==> config.mk <==
export PLATFORM = sky130hd
export DESIGN_NAME = usb_global_event_interrupts
export DESIGN_NICKNAME = d
export VERILOG_FILES = /design/src/hw/usb_global_event_interrupts.v
export VERILOG_INCLUDE_DIRS = /design/src /design/src/common
export SDC_FILE = /design/constraint.sdc
export NUM_CORES = 1
export LEC_CHECK = 0
export ABC_AREA = 1
export ABC_CLOCK_PERIOD_IN_PS = 960
export BUFFER_PORTS_ARGS = -buffer_cell sky130_fd_sc_hd__buf_4
export CORE_UTILIZATION = 44
export CTS_CLUSTER_DIAMETER = 60
export CTS_CLUSTER_SIZE = 10
export DETAILED_ROUTE_END_ITERATION = 10
export PLACE_DENSITY_LB_ADDON = 0.12
export SKIP_LAST_GASP = 1
export SLEW_MARGIN = 20
export SYNTH_ARGS = -nofsm -noshare
export SYNTH_HDL_FRONTEND = slang
export SYNTH_SLANG_ARGS = --single-unit
==> constraint.sdc <==
create_clock -name clk_sys -period 0.96 [get_ports clk_sys]
set_input_delay 0.192 -clock clk_sys [delete_from_list [all_inputs] [get_ports clk_sys]]
set_output_delay 0.192 -clock clk_sys [all_outputs]
set_load 0.05 [all_outputs]
==> src/common/usb_event_map.vh <==
// Register offsets, field positions and reset values of the USB global event block
`ifndef USB_EVENT_MAP_VH
`define USB_EVENT_MAP_VH

// ****************************************
// Register offsets
// ****************************************
`define EVENT_FLAGS_ADDR 8'hBD
`define EVENT_ENABLES_ADDR 8'hBE

// ****************************************
// Field positions and masks
// ****************************************
`define BIT_SUSPEND 0
`define BIT_FRAME_START 3
`define BIT_BUS_RESET_END 4
`define BIT_RESUME_WAKE 5
`define IMPLEMENTED_MASK 8'h39

// ****************************************
// Reset values
// ****************************************
`define EVENT_FLAGS_RESET 8'h00
`define EVENT_ENABLES_RESET 8'h00

`endif

==> src/hw/usb_global_event_interrupts.v <==
// USB global event flags, enables and interrupt request
`timescale 1ns/1ps
`default_nettype none
`include "usb_event_map.vh"

module usb_global_event_interrupts (
  input wire clk_sys,
  input wire rst_n,
  input wire [7:0] reg_addr,
  input wire [7:0] reg_wdata,
  input wire reg_write,
  input wire reg_read,
  output reg [7:0] reg_rdata,
  input wire bus_resume_seen,
  input wire upstream_resume_active,
  input wire bus_reset_done,
  input wire frame_start_seen,
  input wire bus_suspend_seen,
  output reg usb_irq
);

  // ****************************************
  // Register file
  // ****************************************
  // One flag per global bus event; a repeated event while set is seen once by firmware
  reg [7:0] usb_event_flags;
  // One gate per flag, at the same bit position
  reg [7:0] usb_event_enables;

  // ****************************************
  // Write decode
  // ****************************************
  // Only the two mapped offsets take writes; any other address is ignored
  reg write_flags;
  reg write_enables;

  always @* begin
    write_flags = 1'b0;
    write_enables = 1'b0;
    if (reg_addr == `EVENT_FLAGS_ADDR) begin
      write_flags = reg_write;
    end else if (reg_addr == `EVENT_ENABLES_ADDR) begin
      write_enables = reg_write;
    end else begin
      write_flags = 1'b0;
      write_enables = 1'b0;
    end
  end

  // ****************************************
  // Read decode
  // ****************************************
  // Any other address reads 00
  reg read_flags;
  reg read_enables;

  always @* begin
    read_flags = 1'b0;
    read_enables = 1'b0;
    if (reg_addr == `EVENT_FLAGS_ADDR) begin
      read_flags = reg_read;
    end else if (reg_addr == `EVENT_ENABLES_ADDR) begin
      read_enables = reg_read;
    end else begin
      read_flags = 1'b0;
      read_enables = 1'b0;
    end
  end

  // ****************************************
  // Event qualification
  // ****************************************
  // Each event input is a one-cycle request to set its flag
  reg [7:0] event_set;
  wire wake_event;
  wire reset_end_event;
  wire frame_event;
  wire suspend_event;

  // Our own upstream resume also drives the bus, so it must not count as a wake-up
  assign wake_event = bus_resume_seen & ~upstream_resume_active;
  assign reset_end_event = bus_reset_done;
  assign frame_event = frame_start_seen;
  // The 3 ms idle-J timing is measured upstream; only its verdict arrives here
  assign suspend_event = bus_suspend_seen;

  always @* begin
    event_set = 8'h00;
    event_set[`BIT_RESUME_WAKE] = wake_event;
    event_set[`BIT_BUS_RESET_END] = reset_end_event;
    event_set[`BIT_FRAME_START] = frame_event;
    event_set[`BIT_SUSPEND] = suspend_event;
  end

  // ****************************************
  // Software clear
  // ****************************************
  // Writing 0 clears a flag and writing 1 leaves it, so a read-modify-write is safe
  reg [7:0] sw_clear;

  always @* begin
    sw_clear = 8'h00;
    if (write_flags) begin
      sw_clear = ~reg_wdata & `IMPLEMENTED_MASK;
    end else begin
      sw_clear = 8'h00;
    end
  end

  // ****************************************
  // Flag next values
  // ****************************************
  wire [7:0] next_flags;
  genvar i;

  generate
    for (i = 0; i < 8; i = i + 1) begin : g_flag
      if (((`IMPLEMENTED_MASK >> i) & 1) != 0) begin : g_used
        // Set wins over a clear in the same cycle, so an event is never lost
        assign next_flags[i] = event_set[i] | (usb_event_flags[i] & ~sw_clear[i]);
      end else begin : g_rsv
        assign next_flags[i] = 1'b0;
      end
    end
  endgenerate

  // ****************************************
  // Enable next values
  // ****************************************
  reg [7:0] next_enables;

  always @* begin
    next_enables = usb_event_enables;
    if (write_enables) begin
      // Reserved enable bits are dropped on write so they always read 0
      next_enables = reg_wdata & `IMPLEMENTED_MASK;
    end else begin
      next_enables = usb_event_enables;
    end
  end

  // ****************************************
  // Interrupt terms
  // ****************************************
  // New flags but old enables, so an enable write acts one cycle later
  wire wake_pending;
  wire reset_end_pending;
  wire frame_pending;
  wire suspend_pending;
  wire next_irq;

  assign wake_pending = next_flags[`BIT_RESUME_WAKE]
    & usb_event_enables[`BIT_RESUME_WAKE];
  assign reset_end_pending = next_flags[`BIT_BUS_RESET_END]
    & usb_event_enables[`BIT_BUS_RESET_END];
  assign frame_pending = next_flags[`BIT_FRAME_START]
    & usb_event_enables[`BIT_FRAME_START];
  assign suspend_pending = next_flags[`BIT_SUSPEND]
    & usb_event_enables[`BIT_SUSPEND];
  assign next_irq = wake_pending | reset_end_pending
    | frame_pending | suspend_pending;

  // ****************************************
  // Read data select
  // ****************************************
  // Unmapped addresses and idle cycles give 00, never stale data
  reg [7:0] next_rdata;

  always @* begin
    next_rdata = 8'h00;
    if (read_flags) begin
      next_rdata = usb_event_flags & `IMPLEMENTED_MASK;
    end else if (read_enables) begin
      next_rdata = usb_event_enables & `IMPLEMENTED_MASK;
    end else begin
      next_rdata = 8'h00;
    end
  end

  // ****************************************
  // Flag register
  // ****************************************
  always @(posedge clk_sys or negedge rst_n) begin
    if (!rst_n) begin
      usb_event_flags <= `EVENT_FLAGS_RESET;
    end else begin
      usb_event_flags <= next_flags;
    end
  end

  // ****************************************
  // Enable register
  // ****************************************
  always @(posedge clk_sys or negedge rst_n) begin
    if (!rst_n) begin
      usb_event_enables <= `EVENT_ENABLES_RESET;
    end else begin
      usb_event_enables <= next_enables;
    end
  end

  // ****************************************
  // Read data register
  // ****************************************
  // Read data stands only in the cycle after the strobe
  always @(posedge clk_sys or negedge rst_n) begin
    if (!rst_n) begin
      reg_rdata <= 8'h00;
    end else begin
      reg_rdata <= next_rdata;
    end
  end

  // ****************************************
  // Interrupt request
  // ****************************************
  // Registered so the CPU sees a glitch-free level
  always @(posedge clk_sys or negedge rst_n) begin
    if (!rst_n) begin
      usb_irq <= 1'b0;
    end else begin
      usb_irq <= next_irq;
    end
  end

endmodule
`default_nettype wire

==> reports/qor.csv, run 1 <==
metric;value;unit
vias per inst;4.68;
pin count of the biggest net entering global routing;14;
worst setup skew after layout;0.00585;ns
grt total ovfl;0;
layout cells sized above 1;35.7;%
Longest Clk Path Bufs;2;
number of diodes;0;
first-pass GRT wire length;2270;µm
period utilization;104;%
Crit Path Max Fanout;1;
RSZ-0062 raised after global routing;yes;
Area Growth Syn to Fin;35.0;%
DR DRC count;0;
Highest Clock Rate;1.00;GHz
Max VDD drop;676;µV
Critical Path Start;reg_rdata[5];
CP top delay family;flip-flops;
Total Wirelength;1190;µm
Critical Path Start Type;register;
Setup violations, final;5;
TritonCTS Buffers;3;
critical path data arrival time;0.81;ns
CP Buf/Inv Count;1;
full die area;1740;µm²
placed cell areas;882;µm²
drt initial violations;6;
Crit path depth;1;
Rows;13;
H-tree depth;1;
die width;41.7;µm
Slowest cell on crit path;dfrtp_1;
DR pass1 iterations;4;
Boundary Pins;34;
initial antenna violation count;0;
yosys warns;0;
crit path time final;0.997;ns
Synth Area per Inst;8.37;µm²
post-layout instance area;937;µm²
starting density of the core;50.2;%
synthesized area;694;µm²
worst hold-check path type;primary input to register;
post-synth cell types;14;
# port buffers;25;
vias in the first global route;567;
count of final max-slew check failures;0;
worst skew pair latency;0.27;ns
leakage;0.543;nW
Vias;594;
Worst Reg2Reg Path Length in Cells;6;
Worst path max stage delay;0.38;ns
Cell Pwr Density;1250;nW/µm²
worst hold stages;3;
cells along the critical path;buf_6;
Setup Buffers After CTS;0;
clk sinks;13;
DRT antenna net count;0;
total track usage;17.3;%
critical path endpoint category;primary output;
worst setup margin;-0.0374;ns
DR WL/cell;9.40;µm
TritonCTS clock tree;done;
post-DP HPWL;986;µm
worst hold start;bus_reset_done;
Reg-to-Reg Start;usb_event_flags[5];
failing checks;setup timing;
GPL Wtd Cong;0.727;
Mapped Cells;83;
Hold Fails Final Rpt;0;
Setup CP Type;register to primary output;
Core ar.;1380;µm²
Clk pin slew, worst setup/hold paths;0.08;ns
flop and latch count out of synthesis;13;
WP data required;0.77;ns
die span in y;41.7;µm
max_cap viols;0;
sequential element share of the synthesized area;46.8;%
CTS root buf;clkbuf_4;
Nets;138;
WHS;0.117;ns
status;finished with violations;
==> sequential cells by signal (all words and copies together) (netlist names) <==
name	cells
reg_rdata	4
usb_event_enables	4
usb_event_flags	4
usb_irq	1
==> area by class of cell <==
type | instances | area, µm²
multi-input combinational | 51 | 283
sequential | 13 | 325
clock buffer | 4 | 26.3
inverter | 18 | 67.6
tap | 15 | 18.8
fill | 123 | 445
timing repair buffer | 26 | 216
==> power breakdown <==
part / internal, mW / switching, mW / total, mW
Clock: 0.161 / 0.176 / 0.337
Sequential: 0.572 / 0.0144 / 0.586
Combinational: 0.103 / 0.143 / 0.246
Total: 0.836 / 0.334 / 1.17
==> logic make-up (layout without fill, tap and decap cells) <==
kind of cell | after synthesis | in the layout | share of synthesized area (%)
other | 1 | 4 | 0.540
buffers and inverters | 22 | 48 | 14.1
and+or+nand+nor | 39 | 39 | 31.4
AOI/OAI and AO/OA | 8 | 8 | 7.21
DFF | 13 | 13 | 46.8
==> worst reg2reg max path, cell delays in order (launching register included) <==
cell and delay [ns]:
dfrtp_1 0.38, nand2_1 0.08, nand2_2 0.05, nand2_1 0.06
nand2_1 0.05, inv_1 0.04, nand2_1 0.04
==> repair_timing <==
action	in CTS	in global routing
hold buffers	1	0
hold endpoints to repair	13	0
gates resized for setup	5	0
setup endpoints to repair	5	5
==> stage by stage <==
| step | power (mW) | TNS [ns] | util [%] | cells | worst slack (ns) |
|---|---|---|---|---|---|
| global placement | 0.830 | -1.26 | 63.8 | 122 | -0.175 |
| global route | 1.23 | -0.303 | 67.8 | 127 | -0.0669 |
| detailed placement | 0.835 | -1.51 | 63.8 | 122 | -0.206 |
| CTS | 1.18 | -0.182 | 67.8 | 127 | -0.0407 |
| finish | 1.17 | -0.156 | 67.8 | 127 | -0.0374 |
| floorplan | 0.743 | 0 | - | 86 | 0.0165 |
==> layout by cell type (no fill, tap or decap), types with 3 or more instances in the layout <==
master and instances:
nor2_4 3, nand4_1 4, conb_1 4, nand2_2 6, o21a_1 4, clkbuf_4 3
o21ai_1 4, dfrtp_1 13, buf_6 5, nand2_1 23, inv_1 17, buf_4 20
==> layer usage <==
metal / up-vias / wire length (µm) / track usage, %
met2: 28 / 557 / 27.2
met4: 0 / 38 / 11.6
met5: - / 0 / 0
met3: 5 / 73 / 3.91
li1: 301 / - / -
met1: 260 / 524 / 20.8
==> cell usage after synthesis <==
master | count | area share (%)
buf_4 | 4 | 4.3
conb_1 | 1 | 0.54
dfrtp_1 | 13 | 47
inv_1 | 17 | 9.2
inv_2 | 1 | 0.54
nand2_1 | 23 | 12
nand2_2 | 6 | 5.4
nand3_1 | 1 | 0.72
nand4_1 | 4 | 3.6
nor2_4 | 3 | 4.9
nor2_8 | 1 | 2.9
nor3_2 | 1 | 1.4
o21a_1 | 4 | 4.3
o21ai_1 | 4 | 2.9
==> worst paths after layout <==
path                       slack (ns)                    to
max                             -0.04          reg_rdata[5]
min                              0.12    usb_event_flags[4]
max reg2reg                      0.15               usb_irq
min reg2reg                      0.50    usb_event_flags[3]
max in group asynchronous        0.51  usb_event_enables[3]
min in group asynchronous        0.29  usb_event_enables[5]
Note: power is estimated with default switching activity, not from simulation.
==> run 2: changes to the inputs <==
- GPL_TIMING_DRIVEN: unset -> 0
- SKIP_LAST_GASP: 1 -> unset
==> reports/qor.csv, run 2 (synthesized netlist as in run 1, its figures left out) <==
metric;value;unit;change
Setup Buffers After CTS;0;;unchanged
TritonCTS Buffers;3;;unchanged
H-tree depth;1;;unchanged
Area Growth Syn to Fin;40.2;%;
TritonCTS clock tree;done;;
leakage;0.566;nW;+4.1%
crit path time final;0.995;ns;-0.00276 ns
first-pass GRT wire length;2310;µm;+1.8%
status;finished with violations;;
count of final max-slew check failures;0;;unchanged
Longest Clk Path Bufs;2;;unchanged
Worst path max stage delay;0.38;ns;about the same
clk sinks;13;;unchanged
die span in y;41.7;µm;unchanged
Max VDD drop;637;µV;-5.8%
Total Wirelength;1240;µm;+3.6%
starting density of the core;50.2;%;unchanged
grt total ovfl;0;;unchanged
GR peak layer;met2;;
final core occ;70.4;%;+2.6 points
vias in the first global route;605;;+6.7%
NetSw;0.339;mW;+1.7%
commonest cells after routing, fill and taps aside;buf_4 (23), nand2_1 (22), inv_1 (16);;
Core ar.;1380;µm²;unchanged
Nets;142;;+2.9%
Post-Layout Cell Count;131;;+3.1%
CP Buf/Inv Count;1;;unchanged
worst skew pair latency;0.27;ns;about the same
GPL Wtd Cong;0.733;;+0.84%
WP data required;0.77;ns;about the same
Sequential Area;325;µm²;unchanged
Power Internal;0.849;mW;+1.6%
post-layout instance area;973;µm²;+3.9%
# port buffers;25;;unchanged
max_cap viols;0;;unchanged
Sw Ratio;28.6;%;about the same
part of the power in registers;49.4;%;-0.7 points
layout cells sized above 1;39.7;%;+3.9 points
number of diodes;0;;unchanged
Clk pin slew, worst setup/hold paths;0.08;ns;about the same
critical path data arrival time;0.80;ns;about the same
Slowest cell on crit path;dfrtp_1;;
Crit Path Max Fanout;1;;unchanged
commonest non-fill, non-tap cell in the layout;buf_4;;
pin count of the biggest net entering global routing;14;;unchanged
period utilization;104;%;-0.29 points
initial antenna violation count;0;;unchanged
full die area;1740;µm²;unchanged
fill count;113;;-8.1%
cells along the critical path;buf_6;;
post-DP HPWL;950;µm;-3.7%
RSZ-0062 raised after global routing;yes;;
Vias;604;;+1.7%
Critical Path Start Type;register;;
DR WL/cell;9.44;µm;+0.44%
worst setup margin;-0.0346;ns;+0.00276 ns
CTS root buf;clkbuf_4;;
Boundary Pins;34;;unchanged
DR DRC count;0;;unchanged
die width;41.7;µm;unchanged
worst setup skew after layout;0.00430;ns;-0.00155 ns
drt initial violations;7;;+1
DRT antenna net count;0;;unchanged
Setup CP Type;register to primary output;;
Place WS;-0.193;ns;+0.0122 ns
Cell Pwr Density;1220;nW/µm²;-2.2%
Highest Clock Rate;1.01;GHz;+0.28%
Rows;13;;unchanged
Clock Power Share;28.5;%;-0.3 points
Setup violations, final;5;;unchanged
CP top delay family;flip-flops;;
worst hold stages;3;;unchanged
placed cell areas;912;µm²;+3.4%
Crit path depth;1;;unchanged
Worst Reg2Reg Path Length in Cells;6;;unchanged
met3 usage in global routing;4.35;%;+0.43 points
multi-input logic area;285;µm²;+0.89%
total track usage;17.6;%;+0.30 points
GR Util met1;20.9;%;+0.11 points
Hold Fails Final Rpt;0;;unchanged
Logic pwr share;22.2;%;+1.2 points
placed cell count;126;;+3.3%
vias per inst;4.61;;-1.4%
critical path endpoint category;primary output;;
biggest regs;reg_rdata (4), usb_event_enables (4), usb_event_flags (4);;
GR met2 Demand/Resource;28.7;%;+1.6 points
DR pass1 iterations;2;;-2
failing checks;setup timing;;
worst hold-check path type;primary input to register;;
-- run 2: changes by cell type in the layout (fill, tap and decap cells not counted) --
cell | previous run | this run
nand2_1 | 23 | 22
inv_2 | 1 | 2
nand2_2 | 6 | 7
inv_1 | 17 | 16
buf_6 | 5 | 6
buf_4 | 20 | 23
-- run 2: power groups by stage --
stage,combinational (mW),clock (mW),sequential [mW]
floorplan,0.111,0,0.632
global placement,0.248,0,0.594
detailed placement,0.252,0,0.595
CTS,0.262,0.344,0.586
global route,0.288,0.379,0.590
finish,0.264,0.338,0.586
-- run 2: final cells by class --
type                            instances  share of cell area (%)
Sequential cell                        13                    33.4
Multi-Input combinational cell         51                    29.3
Timing Repair Buffer                   26                    22.6
Inverter                               18                    6.94
Buffer                                  4                    3.08
Clock buffer                            4                    2.70
Tap cell                               15                    1.93
-- run 2: per-layer routing --
metal  part of all wire [%]  wire [µm]
met5                      0          0
met4                    1.1         14
met3                    7.3         90
met2                     46        573
met1                     45        558
-- run 2: path summary, 6_finish.rpt --
check,from,end,slack (ns)
max reg2reg,usb_event_flags[5],usb_irq,0.15
min,bus_suspend_seen,usb_event_flags[0],0.11
min in group asynchronous,rst_n,usb_event_flags[0],0.30
max in group asynchronous,rst_n,usb_event_enables[4],0.50
max,reg_rdata[0],reg_rdata[0],-0.03
min reg2reg,usb_event_flags[3],usb_event_flags[3],0.50
-- run 2: stage by stage --
stage               setup TNS, ns  hold slack (ns)  power (mW)
floorplan                       0           -0.104       0.743
global placement            -1.24           0.0431       0.843
detailed placement          -1.36           0.0430       0.847
CTS                        -0.176            0.118        1.19
global route               -0.329            0.107        1.26
finish                     -0.155            0.110        1.19
-- run 2: what timing repair did --
action                                  4_1_cts  5_1_grt
hold buffers                                  1        0
resized for setup                             5        3
endpoints found under the setup margin        5        6
endpoints found under the hold margin        13        0
pin swaps                                     0        7
==> run 3: changes to the inputs <==
- ABC_AREA: 1 -> 0
- ABC_CLOCK_PERIOD_IN_PS: 960 -> 1160
- CORE_UTILIZATION: 44 -> 45
- clock period: 0.96 -> 1.16 ns (I/O delays scaled with it)
==> reports/qor.csv, run 3 <==
metric;value;unit;change
Vias;546;;-9.6%
most frequent cells after synthesis;dfrtp_1 (13), nor2_1 (12), a22oi_1 (6);;
period utilization;92.6;%;
die span in y;40.9;µm;-1.9%
Place WS;-0.0769;ns;+0.116 ns
number of flops mapped to enable cells by yosys;0;;unchanged
critical path data arrival time;1.22;ns;+0.42 ns
grt total ovfl;0;;unchanged
CTS root buf;clkbuf_4;;
vias per inst;4.92;;+6.7%
Resized Gates After CTS;0;;-5
critical path endpoint category;register;;
CP endpoint;usb_irq;;
Critical Path Start;usb_event_flags[5];;
Reg-to-Reg Start;usb_event_flags[5];;
Synth Area per Inst;10.8;µm²;+29%
commonest cells after routing, fill and taps aside;buf_4 (29), dfrtp_1 (13), nor2_1 (12);;
Rows;13;;unchanged
most frequent cell after synthesis;dfrtp_1;;
placed cell areas;900;µm²;-1.4%
RSZ-0062 raised after global routing;no;;
full die area;1670;µm²;-3.8%
drt initial violations;8;;+1
starting density of the core;50.5;%;+0.28 points
crit path time final;1.07;ns;
post-DP HPWL;1130;µm;+19%
leading area contributor after synthesis;dfrtp_1;;
H-tree depth;1;;unchanged
Setup Buffers After CTS;0;;unchanged
worst setup margin;0.0855;ns;+0.120 ns
ys flop type;dfrtp_1;;
# port buffers;25;;unchanged
Hold Fails Final Rpt;0;;unchanged
CTS Hold Buffers Added;1;;unchanged
total track usage;20.6;%;+3.0 points
fill count;113;;unchanged
multi-input logic area;338;µm²;+18%
Critical Path Start Type;register;;
Highest Clock Rate;0.931;GHz;
Max VDD drop;622;µV;-2.3%
length of routed met3 wiring;77;µm;-14%
WHS;0.204;ns;+0.0940 ns
wire length on met2;668;µm;+17%
leakage;0.465;nW;-18%
Slowest cell on crit path;dfrtp_1;;
top cell type's share of synthesized area;47.7;%;+0.86 points
count of final max-slew check failures;0;;unchanged
Mapped Cells;63;;-24%
post-layout instance area;937;µm²;-3.7%
status;finished clean;;
WP data required;1.30;ns;+0.53 ns
biggest regs;reg_rdata (4), usb_event_enables (4), usb_event_flags (4);;
Crit Path Max Fanout;4;;+3
layout cells sized above 1;41.7;%;+2.0 points
Worst Reg2Reg Path Length in Cells;3;;-3
Sequential Area;325;µm²;unchanged
DR pass1 iterations;4;;+2
R2R setup slack;0.09;ns;-0.06 ns
number of diodes;0;;unchanged
synthesized area;682;µm²;-1.8%
DR WL/cell;12.7;µm;+35%
DRT antenna net count;0;;unchanged
commonest non-fill, non-tap cell in the layout;buf_4;;
yosys warns;0;;unchanged
clk sinks;13;;unchanged
worst skew pair latency;0.27;ns;about the same
Longest Clk Path Bufs;2;;unchanged
Setup violations, final;0;;-5
Clk pin slew, worst setup/hold paths;0.08;ns;about the same
FFs w/ async S/R, synth;100;%;unchanged
worst hold-check path type;primary input to register;;
Setup CP Type;register to register;;
flop and latch count out of synthesis;13;;unchanged
pin count of the biggest net entering global routing;14;;unchanged
DR DRC count;0;;unchanged
placed cell count;106;;-16%
Cell Pwr Density;1050;nW/µm²;-14%
Area Growth Syn to Fin;37.4;%;
TritonCTS clock tree;done;;
Nets;122;;-14%
max_cap viols;0;;unchanged
sequential element share of the synthesized area;47.7;%;+0.86 points
GPL Wtd Cong;0.769;;+4.9%
Core ar.;1350;µm²;-2.4%
Met1 Wirelength;643;µm;+15%
Post-Layout Cell Count;111;;-15%
Total Wirelength;1410;µm;+14%
TritonCTS Buffers;3;;unchanged
Worst path max stage delay;0.43;ns;+0.05 ns
initial antenna violation count;0;;unchanged
die width;40.9;µm;-1.9%
highest routed metal layer;met4;;
worst setup skew after layout;0.00146;ns;-0.00284 ns
Boundary Pins;34;;unchanged
vias in the first global route;490;;-19%
RR Endpoint;usb_irq;;
cells along the critical path;a21o_1 > a22oi_1 > o211ai_1;;
top post-synthesis cells by area;dfrtp_1 (48%), mux2_4 (8.8%), a22oi_1 (6.6%);;
post-synth cell types;18;;+4
first-pass GRT wire length;2140;µm;-7.4%
[run 3: layout make-up]
type / instances / area share, %
Buffer: 4 / 3.20
Clock buffer: 3 / 2.40
Clock inverter: 1 / 0.534
Multi-Input combinational cell: 49 / 36.0
Sequential cell: 13 / 34.7
Tap cell: 15 / 2.00
Timing Repair Buffer: 26 / 21.1
[run 3: stage by stage]
stage	power, mW	TNS, ns	utilization, %
final	0.984	0	69.4
after CTS	0.998	0	69.4
after floorplan	0.612	0	-
after global routing	1.04	0	69.4
after detailed placement	0.709	-0.358	66.6
after global placement	0.705	-0.536	66.6
[run 3: worst min-delay path by stage]
| stage | startpoint | end | slack (ns) | cells past startpoint |
|---|---|---|---|---|
| final | reg_wdata[4] | usb_event_enables[4] | 0.20 | 2 |
| after global routing | reg_wdata[0] | usb_event_enables[0] | 0.20 | 2 |
| after CTS | reg_wdata[4] | usb_event_enables[4] | 0.19 | 2 |
| after detailed placement | rst_n | usb_event_enables[0] | 0.08 | 1 |
| after global placement | rst_n | usb_event_enables[0] | 0.08 | 1 |
| after floorplan | rst_n | reg_rdata[0] | -0.06 | 0 |
[run 3: worst max-delay path: cells and delay by family (launching register included)]
| family | cells | cell delay (ns) |
|---|---|---|
| flops | 1 | 0.43 |
| compound gates | 3 | 0.51 |
[run 3: report_power, final]
| part | leakage [nW] | switching [mW] | internal (mW) | total [mW] |
|---|---|---|---|---|
| logic | 0.289 | 0.121 | 0.103 | 0.224 |
| registers | 0.159 | 0.00982 | 0.468 | 0.478 |
| clock network | 0.0177 | 0.154 | 0.128 | 0.282 |
| total | 0.465 | 0.285 | 0.699 | 0.984 |
[run 3: cells by family after synthesis]
| logic type | synth area share (%) |
|---|---|
| AO/OA/AOI/OAI | 18.0 |
| flip-flops | 47.7 |
| multiplexers | 8.81 |
| buffers and inverters | 4.40 |
| AND/OR/NAND/NOR | 20.6 |
| other | 0.550 |
[run 3: layer usage]
layer / global-route usage (%) / vias to the layer above
met5: 0 / -
met4: 10.0 / 0
met3: 3.26 / 4
met2: 33.6 / 15
met1: 26.0 / 243
li1: - / 284
